`src/bkdr_defines.svh`:
```
`ifndef BKDR_DEFINES_SVH
`define BKDR_DEFINES_SVH

// register offsets, at the printed addresses
`define BKDR_ADDR_W          10
`define BKDR_OFS_INPUT_DUTY  10'h2a6
`define BKDR_OFS_OUTPUT_DUTY 10'h2a8
`define BKDR_OFS_SINK_DAC    10'h2aa
`define BKDR_OFS_BOOST_CODE  10'h2ac
`define BKDR_OFS_DETECTION   10'h2ae

// register indices inside the bank
`define BKDR_NUM_REGS        5
`define BKDR_IDX_W           3
`define BKDR_IDX_INPUT_DUTY  3'h0
`define BKDR_IDX_OUTPUT_DUTY 3'h1
`define BKDR_IDX_SINK_DAC    3'h2
`define BKDR_IDX_BOOST_CODE  3'h3
`define BKDR_IDX_DETECTION   3'h4

// word layout
`define BKDR_DATA_W          16
`define BKDR_RST_WORD        16'h0000
`define BKDR_DAC_W           12
`define BKDR_BOOST_W         11
`define BKDR_DIM_MSB         8
`define BKDR_DIM_LSB         6
`define BKDR_SW_MSB          5
`define BKDR_SW_LSB          3
`define BKDR_GRP_MSB         2
`define BKDR_GRP_LSB         0

// boost code scale: vout = ref * ratio + r_upper * step * code
`define BKDR_BOOST_REF_MV    1200
`define BKDR_BOOST_STEP_FA   18750000

`endif

```
`src/bkdr_pkg.sv`:
```
package bkdr_pkg;

	typedef enum logic [2:0] {
		bkdr_dim_152hz,
		bkdr_dim_305hz,
		bkdr_dim_610hz,
		bkdr_dim_1k22hz,
		bkdr_dim_2k44hz,
		bkdr_dim_4k88hz,
		bkdr_dim_9k77hz,
		bkdr_dim_19k53hz
	} bkdr_dim_freq_type;

	typedef enum logic [2:0] {
		bkdr_sw_303khz,
		bkdr_sw_400khz,
		bkdr_sw_606khz,
		bkdr_sw_800khz,
		bkdr_sw_1mhz,
		bkdr_sw_1m25hz,
		bkdr_sw_1m67hz,
		bkdr_sw_2m2hz
	} bkdr_sw_freq_type;

	typedef enum logic [2:0] {
		bkdr_grp_six_single,
		bkdr_grp_five_single,
		bkdr_grp_four_single,
		bkdr_grp_three_single,
		bkdr_grp_two_single,
		bkdr_grp_pairs_three,
		bkdr_grp_triples_two,
		bkdr_grp_all_one
	} bkdr_grouping_type;

	// values from the brightness path, boost loop and detection, each with a load pulse
	typedef struct packed {
		logic [15:0]       input_duty;
		logic              input_duty_load;
		logic [15:0]       applied_duty_code;
		logic              duty_load;
		logic [11:0]       applied_sink_dac_code;
		logic              dac_load;
		logic [10:0]       adaptive_boost_code;
		logic              boost_load;
		bkdr_dim_freq_type detected_dimming_frequency;
		bkdr_sw_freq_type  detected_switching_frequency;
		bkdr_grouping_type detected_string_grouping;
		logic              detect_done;
	} bkdr_src_type;

	typedef struct packed {
		logic        rd;
		logic        wr;
		logic [9:0]  addr;
		logic [15:0] wdata;
	} bkdr_req_type;

	typedef struct packed {
		logic        ack;
		logic        addr_err;
		logic [15:0] rdata;
	} bkdr_rsp_type;

endpackage

```
`src/bkdr_snapshot.sv`:
```
`timescale 1ns/1ps
`include "bkdr_defines.svh"

module bkdr_snapshot
	import bkdr_pkg::*;
#(
	parameter int WIDTH = `BKDR_DATA_W
) (
	input  wire logic             core_clk,
	input  wire logic             reset_n,
	input  wire logic             load,
	input  wire logic [WIDTH-1:0] value,
	output logic      [WIDTH-1:0] held
);

	typedef struct packed {
		logic [WIDTH-1:0] held;
	} bkdr_snap_state_type;

	bkdr_snap_state_type state_r;
	bkdr_snap_state_type state_nxt;

	generate
		if (WIDTH < 1 || WIDTH > `BKDR_DATA_W) begin : g_bad_width
			$error("snapshot width must be 1 to 16");
		end
	endgenerate

	// whole word taken on one edge, so a reader never sees a half-updated value
	always_comb begin
		state_nxt = state_r;
		if (load) begin
			state_nxt.held = value;
		end
	end

	always_ff @(posedge core_clk) begin
		if (!reset_n) begin
			state_r <= '{held: '0};
		end else begin
			state_r <= state_nxt;
		end
	end

	assign held = state_r.held;

endmodule

```
`src/bkdr_readback.sv`:
```
`timescale 1ns/1ps
`include "bkdr_defines.svh"


module bkdr_readback
	import bkdr_pkg::*;
(
	input  wire logic         core_clk,
	input  wire logic         reset_n,
	input  wire bkdr_src_type src,
	input  wire bkdr_req_type req,
	output bkdr_rsp_type      rsp_r,
	output logic              detect_seen_r
);

	typedef struct packed {
		bkdr_rsp_type rsp;
		logic         detect_seen;
	} bkdr_state_type;

	bkdr_state_type state_r;
	bkdr_state_type state_nxt;

	logic [`BKDR_DATA_W-1:0] src_word  [`BKDR_NUM_REGS];
	logic                    src_load  [`BKDR_NUM_REGS];
	logic [`BKDR_DATA_W-1:0] held_word [`BKDR_NUM_REGS];
	logic [`BKDR_DATA_W-1:0] det_word;
	logic [`BKDR_IDX_W-1:0]  rd_index;
	logic                    rd_hit;

	// word layout must fit the bank, or one field would alias another on a read
	generate
		if (`BKDR_DAC_W > `BKDR_DATA_W) begin : g_bad_dac_w
			$error("dac field wider than the readback word");
		end
		if (`BKDR_BOOST_W > `BKDR_DATA_W) begin : g_bad_boost_w
			$error("boost field wider than the readback word");
		end
		if (`BKDR_DIM_MSB >= `BKDR_DATA_W) begin : g_bad_dim_top
			$error("dimming field above the readback word");
		end
		if (`BKDR_DIM_MSB < `BKDR_DIM_LSB) begin : g_bad_dim_order
			$error("dimming field bounds reversed");
		end
		if (`BKDR_SW_MSB < `BKDR_SW_LSB) begin : g_bad_sw_order
			$error("switching field bounds reversed");
		end
		if (`BKDR_GRP_MSB < `BKDR_GRP_LSB) begin : g_bad_grp_order
			$error("grouping field bounds reversed");
		end
		if (`BKDR_DIM_LSB <= `BKDR_SW_MSB) begin : g_dim_sw_overlap
			$error("dimming and switching fields overlap");
		end
		if (`BKDR_SW_LSB <= `BKDR_GRP_MSB) begin : g_sw_grp_overlap
			$error("switching and grouping fields overlap");
		end

		// field widths must match the code types carried in from detection
		if (`BKDR_DIM_MSB - `BKDR_DIM_LSB + 1 != $bits(bkdr_dim_freq_type)) begin : g_dim_w
			$error("dimming field width differs from its code");
		end
		if (`BKDR_SW_MSB - `BKDR_SW_LSB + 1 != $bits(bkdr_sw_freq_type)) begin : g_sw_w
			$error("switching field width differs from its code");
		end
		if (`BKDR_GRP_MSB - `BKDR_GRP_LSB + 1 != $bits(bkdr_grouping_type)) begin : g_grp_w
			$error("grouping field width differs from its code");
		end
		if ($bits(`BKDR_RST_WORD) != `BKDR_DATA_W) begin : g_rst_w
			$error("reset word width differs from the readback word");
		end

		// index must reach every word of the bank
		if (`BKDR_NUM_REGS > (2 ** `BKDR_IDX_W)) begin : g_idx_narrow
			$error("register index too narrow for the bank");
		end
		if (`BKDR_IDX_DETECTION >= `BKDR_NUM_REGS) begin : g_idx_range
			$error("detection index outside the bank");
		end

		// offsets strictly ascending, so no two words share an address
		if (`BKDR_OFS_OUTPUT_DUTY <= `BKDR_OFS_INPUT_DUTY) begin : g_ofs_order_0
			$error("output duty offset not above input duty offset");
		end
		if (`BKDR_OFS_SINK_DAC <= `BKDR_OFS_OUTPUT_DUTY) begin : g_ofs_order_1
			$error("sink dac offset not above output duty offset");
		end
		if (`BKDR_OFS_BOOST_CODE <= `BKDR_OFS_SINK_DAC) begin : g_ofs_order_2
			$error("boost offset not above sink dac offset");
		end
		if (`BKDR_OFS_DETECTION <= `BKDR_OFS_BOOST_CODE) begin : g_ofs_order_3
			$error("detection offset not above boost offset");
		end
	endgenerate

	// address decode, shared by the read and write paths
	function automatic logic bkdr_hit(input logic [`BKDR_ADDR_W-1:0] a);
		case (a)
			`BKDR_OFS_INPUT_DUTY,
			`BKDR_OFS_OUTPUT_DUTY,
			`BKDR_OFS_SINK_DAC,
			`BKDR_OFS_BOOST_CODE,
			`BKDR_OFS_DETECTION:   bkdr_hit = 1'b1;
			default:               bkdr_hit = 1'b0;
		endcase
	endfunction

	function automatic logic [`BKDR_IDX_W-1:0] bkdr_index(input logic [`BKDR_ADDR_W-1:0] a);
		case (a)
			`BKDR_OFS_INPUT_DUTY:  bkdr_index = `BKDR_IDX_INPUT_DUTY;
			`BKDR_OFS_OUTPUT_DUTY: bkdr_index = `BKDR_IDX_OUTPUT_DUTY;
			`BKDR_OFS_SINK_DAC:    bkdr_index = `BKDR_IDX_SINK_DAC;
			`BKDR_OFS_BOOST_CODE:  bkdr_index = `BKDR_IDX_BOOST_CODE;
			`BKDR_OFS_DETECTION:   bkdr_index = `BKDR_IDX_DETECTION;
			default:               bkdr_index = `BKDR_IDX_INPUT_DUTY;
		endcase
	endfunction

	// reserved bits forced low on the way out too, so a stray source bit never leaks
	function automatic logic [`BKDR_DATA_W-1:0] bkdr_live_mask(
		input logic [`BKDR_IDX_W-1:0] idx
	);
		case (idx)
			`BKDR_IDX_SINK_DAC: begin
				bkdr_live_mask = {{(`BKDR_DATA_W-`BKDR_DAC_W){1'b0}}, {`BKDR_DAC_W{1'b1}}};
			end
			`BKDR_IDX_BOOST_CODE: begin
				bkdr_live_mask = {{(`BKDR_DATA_W-`BKDR_BOOST_W){1'b0}},
					{`BKDR_BOOST_W{1'b1}}};
			end
			`BKDR_IDX_DETECTION: begin
				bkdr_live_mask = {{(`BKDR_DATA_W-`BKDR_DIM_MSB-1){1'b0}},
					{(`BKDR_DIM_MSB+1){1'b1}}};
			end
			default: begin
				bkdr_live_mask = {`BKDR_DATA_W{1'b1}};
			end
		endcase
	endfunction

	assign rd_index = bkdr_index(req.addr);
	assign rd_hit   = bkdr_hit(req.addr);

	// detection result word; reserved bits 15-9 stay zero
	always_comb begin
		det_word = `BKDR_RST_WORD;
		det_word[`BKDR_DIM_MSB:`BKDR_DIM_LSB] = src.detected_dimming_frequency;
		det_word[`BKDR_SW_MSB:`BKDR_SW_LSB]   = src.detected_switching_frequency;
		// codes 0-4 single strings, 5-7 grouped outputs
		det_word[`BKDR_GRP_MSB:`BKDR_GRP_LSB] = src.detected_string_grouping;
	end

	// zero-extended source words; padding keeps the reserved upper bits at zero
	always_comb begin
		src_word[`BKDR_IDX_INPUT_DUTY]  = src.input_duty;
		src_word[`BKDR_IDX_OUTPUT_DUTY] = src.applied_duty_code;
		src_word[`BKDR_IDX_SINK_DAC]    = {{(`BKDR_DATA_W-`BKDR_DAC_W){1'b0}},
			src.applied_sink_dac_code};
		// raw loop code; conversion to volts is left to software
		src_word[`BKDR_IDX_BOOST_CODE]  = {{(`BKDR_DATA_W-`BKDR_BOOST_W){1'b0}},
			src.adaptive_boost_code};
		src_word[`BKDR_IDX_DETECTION]   = det_word;
		src_load[`BKDR_IDX_INPUT_DUTY]  = src.input_duty_load;
		src_load[`BKDR_IDX_OUTPUT_DUTY] = src.duty_load;
		src_load[`BKDR_IDX_SINK_DAC]    = src.dac_load;
		src_load[`BKDR_IDX_BOOST_CODE]  = src.boost_load;
		// detection fields are taken together, once detection signals done
		src_load[`BKDR_IDX_DETECTION]   = src.detect_done;
	end

	// one holding register per readback word
	generate
		for (genvar i = 0; i < `BKDR_NUM_REGS; i++) begin : g_snap
			bkdr_snapshot #(
				.WIDTH (`BKDR_DATA_W)
			) u_snap (
				.core_clk (core_clk),
				.reset_n  (reset_n),
				.load     (src_load[i]),
				.value    (src_word[i]),
				.held     (held_word[i])
			);
		end
	endgenerate

	// a read answers one cycle later from the held word; nothing flows back to the sources
	always_comb begin
		state_nxt = state_r;
		state_nxt.rsp.ack      = 1'b0;
		state_nxt.rsp.addr_err = 1'b0;
		if (src.detect_done) begin
			state_nxt.detect_seen = 1'b1;
		end
		if (req.rd) begin
			state_nxt.rsp.ack      = 1'b1;
			state_nxt.rsp.addr_err = !rd_hit;
			if (rd_hit) begin
				state_nxt.rsp.rdata = held_word[rd_index] & bkdr_live_mask(rd_index);
			end else begin
				state_nxt.rsp.rdata = `BKDR_RST_WORD;
			end
		end else if (req.wr) begin
			// acknowledged so the serial side does not hang, data dropped
			state_nxt.rsp.ack      = 1'b1;
			state_nxt.rsp.addr_err = !rd_hit;
			state_nxt.rsp.rdata    = `BKDR_RST_WORD;
		end
	end

	always_ff @(posedge core_clk) begin
		if (!reset_n) begin
			state_r <= '{rsp: '{ack: 1'b0, addr_err: 1'b0, rdata: `BKDR_RST_WORD},
				detect_seen: 1'b0};
		end else begin
			state_r <= state_nxt;
		end
	end

	assign rsp_r         = state_r.rsp;
	assign detect_seen_r = state_r.detect_seen;

endmodule

```
`config.mk`:
```
export PLATFORM = sky130hd
export DESIGN_NAME = bkdr_readback
export DESIGN_NICKNAME = d
export VERILOG_FILES = /design/src/bkdr_pkg.sv /design/src/bkdr_snapshot.sv /design/src/bkdr_readback.sv
export VERILOG_INCLUDE_DIRS = /design/src
export SDC_FILE = /design/constraint.sdc
export NUM_CORES = 1
export LEC_CHECK = 0
export BUFFER_PORTS_ARGS = -buffer_cell sky130_fd_sc_hd__buf_2
export CORE_MARGIN = 1
export CORE_UTILIZATION = 38
export CTS_CLUSTER_DIAMETER = 40
export DETAILED_ROUTE_END_ITERATION = 6
export PLACE_DENSITY = 0.73
export SYNTH_ARGS = -nofsm -noshare
export SYNTH_HDL_FRONTEND = slang
export SYNTH_SLANG_ARGS = --single-unit
```
`constraint.sdc`:
```
create_clock -name core_clk -period 5.2 [get_ports core_clk]
set_input_delay 1.04 -clock core_clk [delete_from_list [all_inputs] [get_ports core_clk]]
set_output_delay 1.04 -clock core_clk [all_outputs]
set_load 0.005 [all_outputs]
```
* Word-level counts from Yosys, hierarchy flattened
Cells that the tools add are included.
** Storage, ports and cells
- Register bits after elaboration :: 83
- Latch bits :: 0
- Bits in writable memories :: 0
- ROM bits :: 0
- Input port bits :: 99
- Word-level logic and storage cells :: 34
- Memories kept :: 0
** Cells by class
- $add $sub $neg :: 0
- $mul :: 0
- Div/mod/pow operators :: 0
- Order comparisons :: 1
- Eq/ne operators :: 8
- Shift-type cells :: 0
- Mux-type cells :: 11
- Bitwise gates (word level) :: 2
- Reduce and logical (&&, ||, !) cells :: 3
** Operator list (count)
- two-way mux 16 bit :: 5
- == test 10 bit, second input constant :: 5
- binary-select mux 16 bit (select 3 bit) :: 1
- case mux 16 bit (3 select lines) :: 1
- two-way mux 18 bit :: 2
- AND 16 bit :: 1
- case mux 3 bit (4 select lines) :: 1
- == test 3 x 2 -> 1 bit, second input constant :: 2
- OR reduction 5 bit :: 1
- >= comparator 4 bit, second input constant :: 1
- inverter 3 -> 4 bit :: 1
- == test 3 bit, second input constant :: 1
- nonzero test 2 bit :: 1
- logical NOT 1 bit :: 1
- two-way mux 1 bit :: 1

* Depth between registers and ports, before layout
Gate-level depths: netlist of the first run.
- Depth in word-level cells :: 9
- Depth in mapped cells :: 7

* By module
From an unflattened synthesis of the first run, not the netlist that was laid out.
** Unflattened totals
- Cell total of the unflattened synthesis :: 389
- Area, all modules :: 4416.7 µm²
** Modules (own cells, without submodules)
- bkdr_snapshot :: instances 5, cells each 51, area each 615.6 µm²
- bkdr_readback :: instances 1, cells each 134, area each 1338.8 µm²

* Worst setup path before layout of the first run
Ideal clock, no wire load.
- Path kind :: input to register
- Start :: input req[24] (netlist name)
- End :: register state_r (netlist bit rsp_r[0])
- Library setup time :: 0.125 ns
- Data arrival time :: 2.320 ns
- Path slack :: 2.755 ns
- Stages :: 5
- Path buffers :: 1
- Path through :: or3b_4 or4_4 buf_6 o221ai_2 nand3_1
** Between the ends
- Longest elaborated chain between the ends :: 9
- Elaborated cells between the ends (all ways) :: 15
** Ends and longest elaborated chain
- start, declared :: RTL line bkdr_readback.sv:11 : input wire bkdr_req_type req,
- == test 10 bit :: RTL line bkdr_readback.sv:97, bkdr_readback.sv:108
- case mux 3 bit (4 select lines) :: RTL line bkdr_readback.sv:108 : case (a)
- inverter 3 -> 4 bit (implied by the code) :: RTL line bkdr_readback.sv:197 : state_nxt.rsp.rdata = held_word[rd_index] & bkdr_live_mask(rd_index);
- binary-select mux 16 bit (select 3 bit) :: RTL line bkdr_readback.sv:197
- two-way mux 16 bit (implied by the code) (2 in a row) :: RTL line bkdr_readback.sv:197
- AND 16 bit :: RTL line bkdr_readback.sv:197
- two-way mux 16 bit (*) :: RTL line bkdr_readback.sv:196 : if (rd_hit) begin
- two-way mux 18 bit (*) :: RTL line bkdr_readback.sv:193 : if (req.rd) begin
- end signal, assigned :: RTL line bkdr_readback.sv:211 : state_r <= '{rsp: '{ack: 1'b0, addr_err: 1'b0, rdata: `BKDR_RST_WORD},
- end signal, assigned :: RTL line bkdr_readback.sv:214 : state_r <= state_nxt;
- end, declared :: RTL line bkdr_readback.sv:21 : bkdr_state_type state_r;
Every way passes the cells marked *; elsewhere a longest branch is shown, timed or not. The select of a mux whose other input is x is not followed.
A chain may end at the register's enable or synchronous reset.

* Worst setup path after layout of the first run
- Start :: input req[17] (netlist name)
- End :: register state_r (netlist bit rsp_r[12])
** Between the ends
- Longest elaborated chain between the ends :: 9
- Elaborated cells between the ends (all ways) :: 21
** Ends and longest elaborated chain
- == test 10 bit :: RTL line bkdr_readback.sv:97, bkdr_readback.sv:108
- case mux 3 bit (4 select lines) :: RTL line bkdr_readback.sv:108
- == test 3 bit (tied with other cells) :: RTL line bkdr_readback.sv:122 : case (idx)
- case mux 16 bit (3 select lines) / binary-select mux 16 bit (select 3 bit) (equally long branches) :: RTL line bkdr_readback.sv:122, bkdr_readback.sv:197
- two-way mux 16 bit (on tied branches) :: RTL line bkdr_readback.sv:196, bkdr_readback.sv:197
- two-way mux 16 bit (on tied branches) :: RTL line bkdr_readback.sv:193, bkdr_readback.sv:197
- AND 16 bit :: RTL line bkdr_readback.sv:197
- two-way mux 16 bit (*) :: RTL line bkdr_readback.sv:196
- two-way mux 18 bit (*) :: RTL line bkdr_readback.sv:193
Marked as above.

==> results of run 1 <==
layout make-up:
| type | instances | area (um^2) | area share |
|---|---|---|---|
| Multi-Input combinational cell | 268 | 1860 | 0.420 |
| Sequential cell | 83 | 1660 | 0.374 |
| Timing Repair Buffer | 104 | 528 | 0.119 |
| Tap cell | 129 | 161 | 0.0364 |
| Clock buffer | 11 | 131 | 0.0296 |
| Clock inverter | 5 | 77.6 | 0.0175 |
| Inverter | 3 | 11.3 | 0.00254 |
| Antenna cell | 1 | 2.50 | 0.000564 |
kinds of logic after synthesis:
family | count (synthesis) | synth area share
compound gates | 44 | 0.109
simple gates | 153 | 0.197
buf+inv | 35 | 0.0632
mux | 71 | 0.189
flops | 83 | 0.441
per-layer routing:
metal / vias up / part of all wire / global-route usage
met5: - / 0.0014 / 0
met4: 2 / 0.027 / 0.0903
met3: 20 / 0.068 / 0.0683
met2: 114 / 0.48 / 0.331
met1: 1397 / 0.42 / 0.220
li1: 1532 / - / -
power groups by stage:
| stage | sequential, W | clock, W | combinational [W] |
|---|---|---|---|
| floorplan | 0.000693 | 0 | 0.0000939 |
| global placement | 0.000698 | 0 | 0.000134 |
| detailed placement | 0.000699 | 0 | 0.000139 |
| CTS | 0.000685 | 0.000507 | 0.000139 |
| global route | 0.000688 | 0.000534 | 0.000153 |
| finish | 0.000684 | 0.000498 | 0.000138 |
flip-flops by register name (all words and copies together) (netlist names):
register / count
detect_seen_r: 1
g_snap.u_snap.held: 64
rsp_r: 18
critical path: cells and delay by family:
family          cells  cell delay [ns]
buf+inv             1             0.52
compound gates      3             1.68
simple gates        1             0.22
metrics by stage:
step	total power, W	cells	setup slack [ns]	util
2_1_floorplan	0.000787	386	2.76	-
3_3_place_gp	0.000833	587	1.76	0.449
3_5_place_dp	0.000838	587	1.61	0.449
4_1_cts	0.00133	603	2.02	0.471
5_1_grt	0.00138	603	1.82	0.471
6_report	0.00132	604	2.01	0.471
synth_stat cells:
cell type	count	area share
nor3_2	1	0.0027
a21bo_2	1	0.0027
or2b_1	1	0.0020
clkbuf_1	15	0.015
nor3_1	10	0.013
a32oi_1	2	0.0047
clkinv_1	1	0.0010
buf_1	4	0.0040
nand2_1	14	0.014
buf_2	2	0.0027
dlymetal6s2s_1	1	0.0033
nor2_1	80	0.080
a2111oi_4	1	0.0073
and2_1	3	0.0050
mux2i_1	71	0.19
nor2b_1	2	0.0033
or3b_4	1	0.0030
and2_2	7	0.014
o31ai_1	2	0.0040
nand4b_1	1	0.0023
o31a_2	8	0.021
o22ai_1	2	0.0033
o31a_1	2	0.0047
o221ai_2	9	0.036
nand4_1	9	0.015
clkbuf_8	8	0.029
dfxtp_1	83	0.44
or2_2	1	0.0017
nor4_1	9	0.015
buf_6	2	0.0060
inv_1	2	0.0020
o21ai_0	14	0.019
a22o_1	3	0.0070
nand4bb_1	2	0.0060
nand3b_1	1	0.0020
nand3_1	9	0.012
or4_4	1	0.0030
nor4_2	1	0.0033
final timing paths:
kind | from | endpoint | slack, ns | depth (start not counted)
setup / recovery | req[17] | rsp_r[12] | 2.01 | 5
hold / removal | rsp_r[14] | rsp_r[14] | 0.47 | 2
setup reg to reg | g_snap[1].u_snap.held[8] | rsp_r[8] | 4.15 | 4
hold reg to reg | rsp_r[14] | rsp_r[14] | 0.47 | 2
==> results.yml, run 1 <==
clocking:
  tritoncts: "built"
  ctsResizeCount: 0
  clockBufferDepth: 2
  htree_levels: 3
  cts.clk_slew.worst_paths_ns: 0.08
  cts_setup_buffers: 0
  holdBufCountCts: 0
  cts-root-buf: "clkbuf_8"
  worstSkewPairLatency_ns: 0.37
  cts.sinks: 83
  numCtsBuffers: 9
power:
  seq_power_share: 0.518
  leakage_nw: 1.96
  ir_drop_v: 0.000139
  netSwitchingPower_w: 0.000321
  combPwrFrac: 0.105
  p_per_area_nw_per_um2: 298
  p_int_w: 0.00100
  switching_share: 0.243
  clkPwrFrac: 0.377
die:
  fp.dieH_um: 102
  core_area_um2: 9420
  pin_count: 118
  die_x_um: 102
  dieArea_um2: 10300
  placementRows: 35
  start_util: 0.400
timing:
  hold_ws_ns: 0.469
  finalSetupViolations: 0
  maxSlewHeadroom: 0.404
  clock_skew_ns: 0.00821
  finalCritPeriodShare: 0.614
  worstMarginPinSlew_ns: 0.893
  slew_viol_final: 0
  hold_violations: 0
  clock.fmax_mhz: 313
  rsz0062_at_grt: "no"
  timing.final.crit_period_ns: 3.19
  setup_tns_ns: 0
placed_design:
  io_buffers: 101
  placed_area_um2: 4230
  dp_hpwl_um: 6840
  gp_congestion: 0.797
critical_path:
  crit_fanout: 36
  required_ns: 5.49
  crit_type: "in2reg"
  path_cells: "buf_2 -> nand3b_1 -> a2111oi_4 -> o21ai_0 -> o21ai_0"
  setup.worst_path.start_class: "input pin"
  worst_path_most_repeated_cell: "o21ai_0"
  worstPathArrival_ns: 3.48
  critPathCaptureType: "flip-flop"
  cpPeakStageDelay_ns: 0.88
  crit_slowest_cell: "a2111oi_4"
route:
  drc: 0
  wl_um: 9620
  drtPass1Iterations: 4
  post_drt_via_cell_ratio: 5.07
  ant_nets: 0
  route.vias.total: 3065
  drt_iter0_drc: 147
  wl_per_cell_um: 15.9
layout:
  final_area_um2: 4440
  final_common_cell: "buf_2"
  fill_cells: 945
  areaGrowthSynthToFinish_pct: 17.9
  layout_common_cells: "buf_2 (101), dfxtp_1 (83), nor2_1 (80)"
  nets: 568
  drive_above_1_share: 0.316
grt:
  antenna_found_initial: 1
  grt_overflow_total: 0
  grt_pass1_vias: 3108
  grt_pass1_wl_um: 15000
  grt_max_degree: 69
  track_usage: 0.195
yosys:
  syn-num-nets: 485
  syn_area_um2: 3760
  seq_area_frac_synth: 0.441
  ys_ff_latch: 83
  syn-instance-count: 386
  yosysWarnings: 0
  postSynthAreaPerCell_um2: 9.75
  synth_cell_type_count: 38
outcome:
  outcome: "finished clean"
flow_run:
  cap_violations: 0
min_path:
  hold_path.class: "reg2reg"
No activity file was read; power rests on OpenSTA's default activity.
==> run 2: changes to the inputs <==
--- a/config.mk
+++ b/config.mk
@@ -11,7 +11,7 @@
 export CORE_UTILIZATION = 38
 export CTS_CLUSTER_DIAMETER = 40
 export DETAILED_ROUTE_END_ITERATION = 6
-export PLACE_DENSITY = 0.73
+export PLACE_DENSITY = 0.76
 export SYNTH_ARGS = -nofsm -noshare
 export SYNTH_HDL_FRONTEND = slang
 export SYNTH_SLANG_ARGS = --single-unit
==> constraint.sdc (replaced) <==
create_clock -name core_clk -period 2.73 [get_ports core_clk]
set_input_delay 0.546 -clock core_clk [delete_from_list [all_inputs] [get_ports core_clk]]
set_output_delay 0.546 -clock core_clk [all_outputs]
set_load 0.005 [all_outputs]
==> run 2 against run 1 <==
Clock skew barely moved; first-iteration DRC count fell by 7.5%; sequential share of layout area fell by 0.31 points; die area did not move; combinational power rose by 93%; critical path depth did not move; utilization rose by 0.40 points; critical path type unchanged; critical endpoint is now rsp_r[1].
==> results.yml, run 2 (synthesis gave the netlist of run 1 again) <==
critical_path:
  path_cells: "buf_2 -> or3b_4 -> or4_4 -> o221ai_2 -> nand3_1"
  worstPathArrival_ns: 2.12
  cpPeakStageDelay_ns: 0.62
  critPathTopFamily: "simple AND/OR/NAND/NOR gates"
  path_buf_inv: 1
  crit_fanout: 13
  required_ns: 2.98
  setup.worst_path.start_class: "input pin"
  crit_type: "in2reg"
  crit_slowest_cell: "or4_4"
  critPathCaptureType: "flip-flop"
route:
  met3_length_um: 808
  drt_iter0_drc: 136
  ant_nets: 0
  drc: 0
  dr.max_layer_used: "met4"
  drtPass1Iterations: 5
  wl_met1_um: 4130
  wl_um: 9600
  wl_per_cell_um: 15.7
  route.vias.total: 3119
  dr_wl_met2_um: 4480
  post_drt_via_cell_ratio: 5.11
timing:
  hold_violations: 0
  finalCritPeriodShare: 0.685
  slew_viol_final: 0
  worstMarginPinSlew_ns: 0.724
  clock.fmax_mhz: 535
  clock_skew_ns: 0.00839
  maxSlewHeadroom: 0.513
  rsz0062_at_grt: "no"
  setup_tns_ns: 0
  timing.final.crit_period_ns: 1.87
  finalSetupViolations: 0
power:
  p_int_w: 0.00182
  switching_share: 0.260
  clkPwrFrac: 0.362
  ir_drop_v: 0.000311
  p_per_area_nw_per_um2: 550
  combPwrFrac: 0.108
  leakage_nw: 1.98
  netSwitchingPower_w: 0.000640
  seq_power_share: 0.529
grt:
  track_usage: 0.194
  grt_pass1_wl_um: 15100
  grt_max_degree: 69
  grt_overflow_total: 0
  grt_pass1_vias: 3090
  antenna_found_initial: 1
placed_design:
  dp_hpwl_um: 7070
  io_buffers: 101
  placed_area_um2: 4270
  gp_congestion: 0.833
  dp_cells: 593
die:
  dieArea_um2: 10300
  die_x_um: 102
  fp.dieH_um: 102
  core_area_um2: 9420
  pin_count: 118
  start_util: 0.400
  placementRows: 35
layout:
  nets: 574
  final_area_um2: 4480
  drive_above_1_share: 0.329
  final_common_cell: "buf_2"
  layout_common_cells: "buf_2 (101), dfxtp_1 (83), nor2_1 (80)"
  stdcell_count: 610
  fill_cells: 912
  largest_reg_flops: 64
  areaGrowthSynthToFinish_pct: 18.9
clocking:
  worstSkewPairLatency_ns: 0.37
  cts.clk_slew.worst_paths_ns: 0.09
  htree_levels: 3
  cts_setup_buffers: 0
  numCtsBuffers: 9
  holdBufCountCts: 0
  clockBufferDepth: 2
  cts.sinks: 83
  cts-root-buf: "clkbuf_8"
  tritoncts: "built"
  ctsResizeCount: 0
min_path:
  hold_path.class: "in2reg"
outcome:
  outcome: "finished clean"
flow_run:
  cap_violations: 0
run 2: path summary, 6_finish.rpt:
path | start | endpoint | slack [ns] | depth (start not counted)
setup / recovery | req[24] | rsp_r[1] | 0.86 | 5
hold / removal | src[51] | g_snap[1].u_snap.held[15] | 0.41 | 3
setup reg to reg | g_snap[1].u_snap.held[1] | rsp_r[1] | 1.74 | 4
hold reg to reg | detect_seen_r | detect_seen_r | 0.47 | 2
run 2: layout make-up:
| cell class | count | area [um^2] | area share |
|---|---|---|---|
| Clock buffer | 9 | 124 | 0.0277 |
| Antenna cell | 1 | 2.50 | 0.000559 |
| Clock inverter | 7 | 77.6 | 0.0173 |
| Inverter | 3 | 11.3 | 0.00252 |
| Timing Repair Buffer | 110 | 573 | 0.128 |
| Sequential cell | 83 | 1660 | 0.371 |
| Tap cell | 129 | 161 | 0.0361 |
| Multi-Input combinational cell | 268 | 1860 | 0.417 |
run 2: per-stage QoR:
step / hold slack, ns / utilization / total power [W] / setup WS (ns)
3_5_place_dp: 0.461 / 0.454 / 0.00160 / 0.464
2_1_floorplan: 0.438 / - / 0.00150 / 0.779
3_3_place_gp: 0.447 / 0.454 / 0.00159 / 0.510
4_1_cts: 0.403 / 0.475 / 0.00248 / 0.852
5_1_grt: 0.404 / 0.475 / 0.00256 / 0.805
6_report: 0.406 / 0.475 / 0.00246 / 0.860
run 2: power by group through the flow:
stage	combinational [W]	clock (W)	sequential, W
floorplan	0.000179	0	0.00132
global placement	0.000257	0	0.00133
detailed placement	0.000266	0	0.00133
CTS	0.000268	0.000907	0.00130
global route	0.000293	0.000954	0.00131
finish	0.000267	0.000892	0.00130
run 2: worst min-delay path, delay by kind of cell:
| family | cells | cell delay (ns) |
|---|---|---|
| simple gates | 1 | 0.07 |
| mux | 1 | 0.05 |
| buf+inv | 1 | 0.07 |
run 2: metal layers:
metal  GRT usage  vias to the layer above
met1       0.229                     1456
met2       0.321                      104
met5           0                        -
met4      0.0780                        0
met3      0.0669                       16
li1            -                     1543
==> run 3: changes to the inputs <==
--- a/config.mk
+++ b/config.mk
@@ -6,6 +6,7 @@
 export SDC_FILE = /design/constraint.sdc
 export NUM_CORES = 1
 export LEC_CHECK = 0
+export ABC_AREA = 1
 export BUFFER_PORTS_ARGS = -buffer_cell sky130_fd_sc_hd__buf_2
 export CORE_MARGIN = 1
 export CORE_UTILIZATION = 38
==> constraint.sdc (replaced) <==
create_clock -name core_clk -period 1.6 [get_ports core_clk]
set_input_delay 0.32 -clock core_clk [delete_from_list [all_inputs] [get_ports core_clk]]
set_output_delay 0.32 -clock core_clk [all_outputs]
set_load 0.005 [all_outputs]
==> run 3 against run 2 <==
Clock skew increased by 0.0030 ns; highest routed layer unchanged; global-route usage increased by 0.82 points; hold slack got worse by 0.22 ns; the flow now finishes with violations (design-rule violations); via count increased by 14%; largest power group unchanged; setup slack got worse by 0.62 ns; final area decreased by 2.3%; non-clock buffer count increased by 7; synthesized area decreased by 6.6%.
==> results.yml, run 3 <==
route:
  route.vias.total: 3560
  drc: 8
  post_drt_via_cell_ratio: 4.92
  ant_nets: 0
  wl_per_cell_um: 13.0
  wl_um: 9400
  drtPass1Iterations: 7
  drt_iter0_drc: 268
grt:
  grt_max_degree: 40
  grt_busiest_layer: "met2"
  gr-usage-met1: 0.270
  grt_overflow_total: 0
  met2_usage: 0.321
  grt_pass1_vias: 3346
  track_usage: 0.202
  grt_pass1_wl_um: 15400
  globalRouteMet3Util: 0.0308
  antenna_found_initial: 0
power:
  p_per_area_nw_per_um2: 955
  leakage_nw: 2.07
  ir_drop_v: 0.000419
layout:
  fill_cells: 893
  largest_reg_flops: 64
  layout_common_cells: "nor2_1 (119), buf_2 (101), dfxtp_1 (83)"
  final_common_cell: "nor2_1"
  areaGrowthSynthToFinish_pct: 24.4
  diodes: 0
  drive_above_1_share: 0.242
  utilization: 0.494
  nets: 709
critical_path:
  crit_fanout: 7
  reg2reg_depth: 6
  critPathTopFamily: "simple AND/OR/NAND/NOR gates"
  path_buf_inv: 4
  path_cells: "buf_2 -> inv_1 -> nand2_1 -> buf_4 -> nor2_2 -> nand3_1 -> nand2_4 -> nand2_2 -> o21ai_0 -> inv_1 -> a21oi_1"
  worst_path_most_repeated_cell: "inv_1"
  crit_type: "in2reg"
  crit_cells: 11
  crit_slowest_cell: "o21ai_0"
  cpPeakStageDelay_ns: 0.20
  setup.worst_path.start_class: "input pin"
  critPathLaunch: "req[24]"
  reg2reg_from: "g_snap[3].u_snap.held[4]"
  critPathCaptureType: "flip-flop"
  worstPathArrival_ns: 1.64
  required_ns: 1.88
clocking:
  cts-root-buf: "clkbuf_8"
  tritoncts: "built"
  cts.sinks: 83
  holdBufCountCts: 0
  cts_setup_buffers: 0
  cts.clk_slew.worst_paths_ns: 0.09
  worstSkewPairLatency_ns: 0.35
  numCtsBuffers: 9
  clockBufferDepth: 2
  htree_levels: 3
  ctsResizeCount: 0
min_path:
  holdPathStages: 3
  hp-start: "src[49]"
  hold_path.class: "in2reg"
placed_design:
  place_ws_ns: -0.0744
  io_buffers: 101
  gp_congestion: 0.872
  dp_hpwl_um: 7250
yosys:
  synth_top_area_frac: 0.473
  seq_area_frac_synth: 0.473
  synth_common_cells: "nor2_1 (119), dfxtp_1 (83), nand2_1 (81)"
  synth_cell_type_count: 26
  synth_area_leader_cell: "dfxtp_1"
  yosys-top-cells-area: "dfxtp_1 (47%), nor2_1 (13%), o21ai_0 (9.8%)"
  syn-instance-count: 505
  yosysMostFrequentCell: "nor2_1"
  yosysWarnings: 0
  ys_async_sr_fraction: 0
  postSynthAreaPerCell_um2: 6.96
  syn_area_um2: 3510
  synth_ff_type: "dfxtp_1"
  syn-num-nets: 604
  synth_edf_count: 0
  ys_ff_latch: 83
timing:
  maxSlewHeadroom: 0.642
  clock_skew_ns: 0.0114
  hold_violations: 0
  layout_setup_ws_ns: 0.239
  finalCritPeriodShare: 0.851
  timing.final.crit_period_ns: 1.36
  clock.fmax_mhz: 735
  rsz0062_at_grt: "no"
  slew_viol_final: 0
  worstMarginPinSlew_ns: 0.537
  finalSetupViolations: 0
die:
  pin_count: 118
  fp.dieH_um: 98.2
  dieArea_um2: 9630
  start_util: 0.397
  placementRows: 34
  core_area_um2: 8850
  die_x_um: 98.2
flow_run:
  cap_violations: 0
outcome:
  outcome: "finished with violations"
  violations: "design-rule violations"
run 3: cell count changes after synthesis, moves of 10 or more:
cell | before | now
a21oi_1 | 0 | 29
inv_1 | 2 | 40
mux2i_1 | 71 | 0
nand2_1 | 14 | 81
nand3_1 | 9 | 27
nor2_1 | 80 | 119
o21ai_0 | 14 | 69
o21ai_1 | 0 | 10
run 3: kinds of logic after synthesis:
logic type | after synthesis | synth area share
AO/OA/AOI/OAI | 111 | 0.161
buffers and inverters | 69 | 0.0780
flip-flops | 83 | 0.473
AND/OR/NAND/NOR | 242 | 0.288
run 3: worst paths after layout:
| check | endpoint | slack (ns) |
|---|---|---|
| setup / recovery | rsp_r[1] | 0.24 |
| setup reg to reg | rsp_r[4] | 0.67 |
| hold / removal | g_snap[1].u_snap.held[13] | 0.19 |
| hold reg to reg | g_snap[1].u_snap.held[11] | 0.46 |
run 3: power by group:
group          switching [W]  total (W)  internal (W)
combinational       0.000244   0.000420      0.000176
clock               0.000785    0.00152      0.000732
sequential         0.0000551    0.00224       0.00218
run 3: through the flow:
step | hold WS, ns | cells | TNS [ns] | power (W) | cell area, um^2
floorplan | 0.428 | 505 | 0 | 0.00250 | 3510
global placement | 0.442 | 707 | -0.0947 | 0.00269 | 4170
detailed placement | 0.444 | 707 | -0.586 | 0.00270 | 4170
CTS | 0.183 | 723 | 0 | 0.00419 | 4370
global route | 0.191 | 723 | 0 | 0.00434 | 4370
finish | 0.186 | 723 | 0 | 0.00417 | 4370
run 3: per-layer routing:
layer,share of wire,routed length (um)
met2,0.46,4310
met5,0,0
met1,0.46,4350
met4,0.018,169
met3,0.061,576
run 3: worst reg2reg max path: cells and delay by family (launching register included):
kind	cells	cell delay, ns
flops	1	0.30
compound gates	2	0.19
simple gates	2	0.18
buf+inv	2	0.17
run 3: final cells by class:
type	instances	area, um^2	area share
inverters	46	173	0.0395
flip-flops and latches	83	1660	0.380
repair buffers	117	626	0.143
well taps	108	135	0.0309
clock inverters	7	73.8	0.0169
clock buffers	9	124	0.0283
multi-input cells	353	1580	0.361
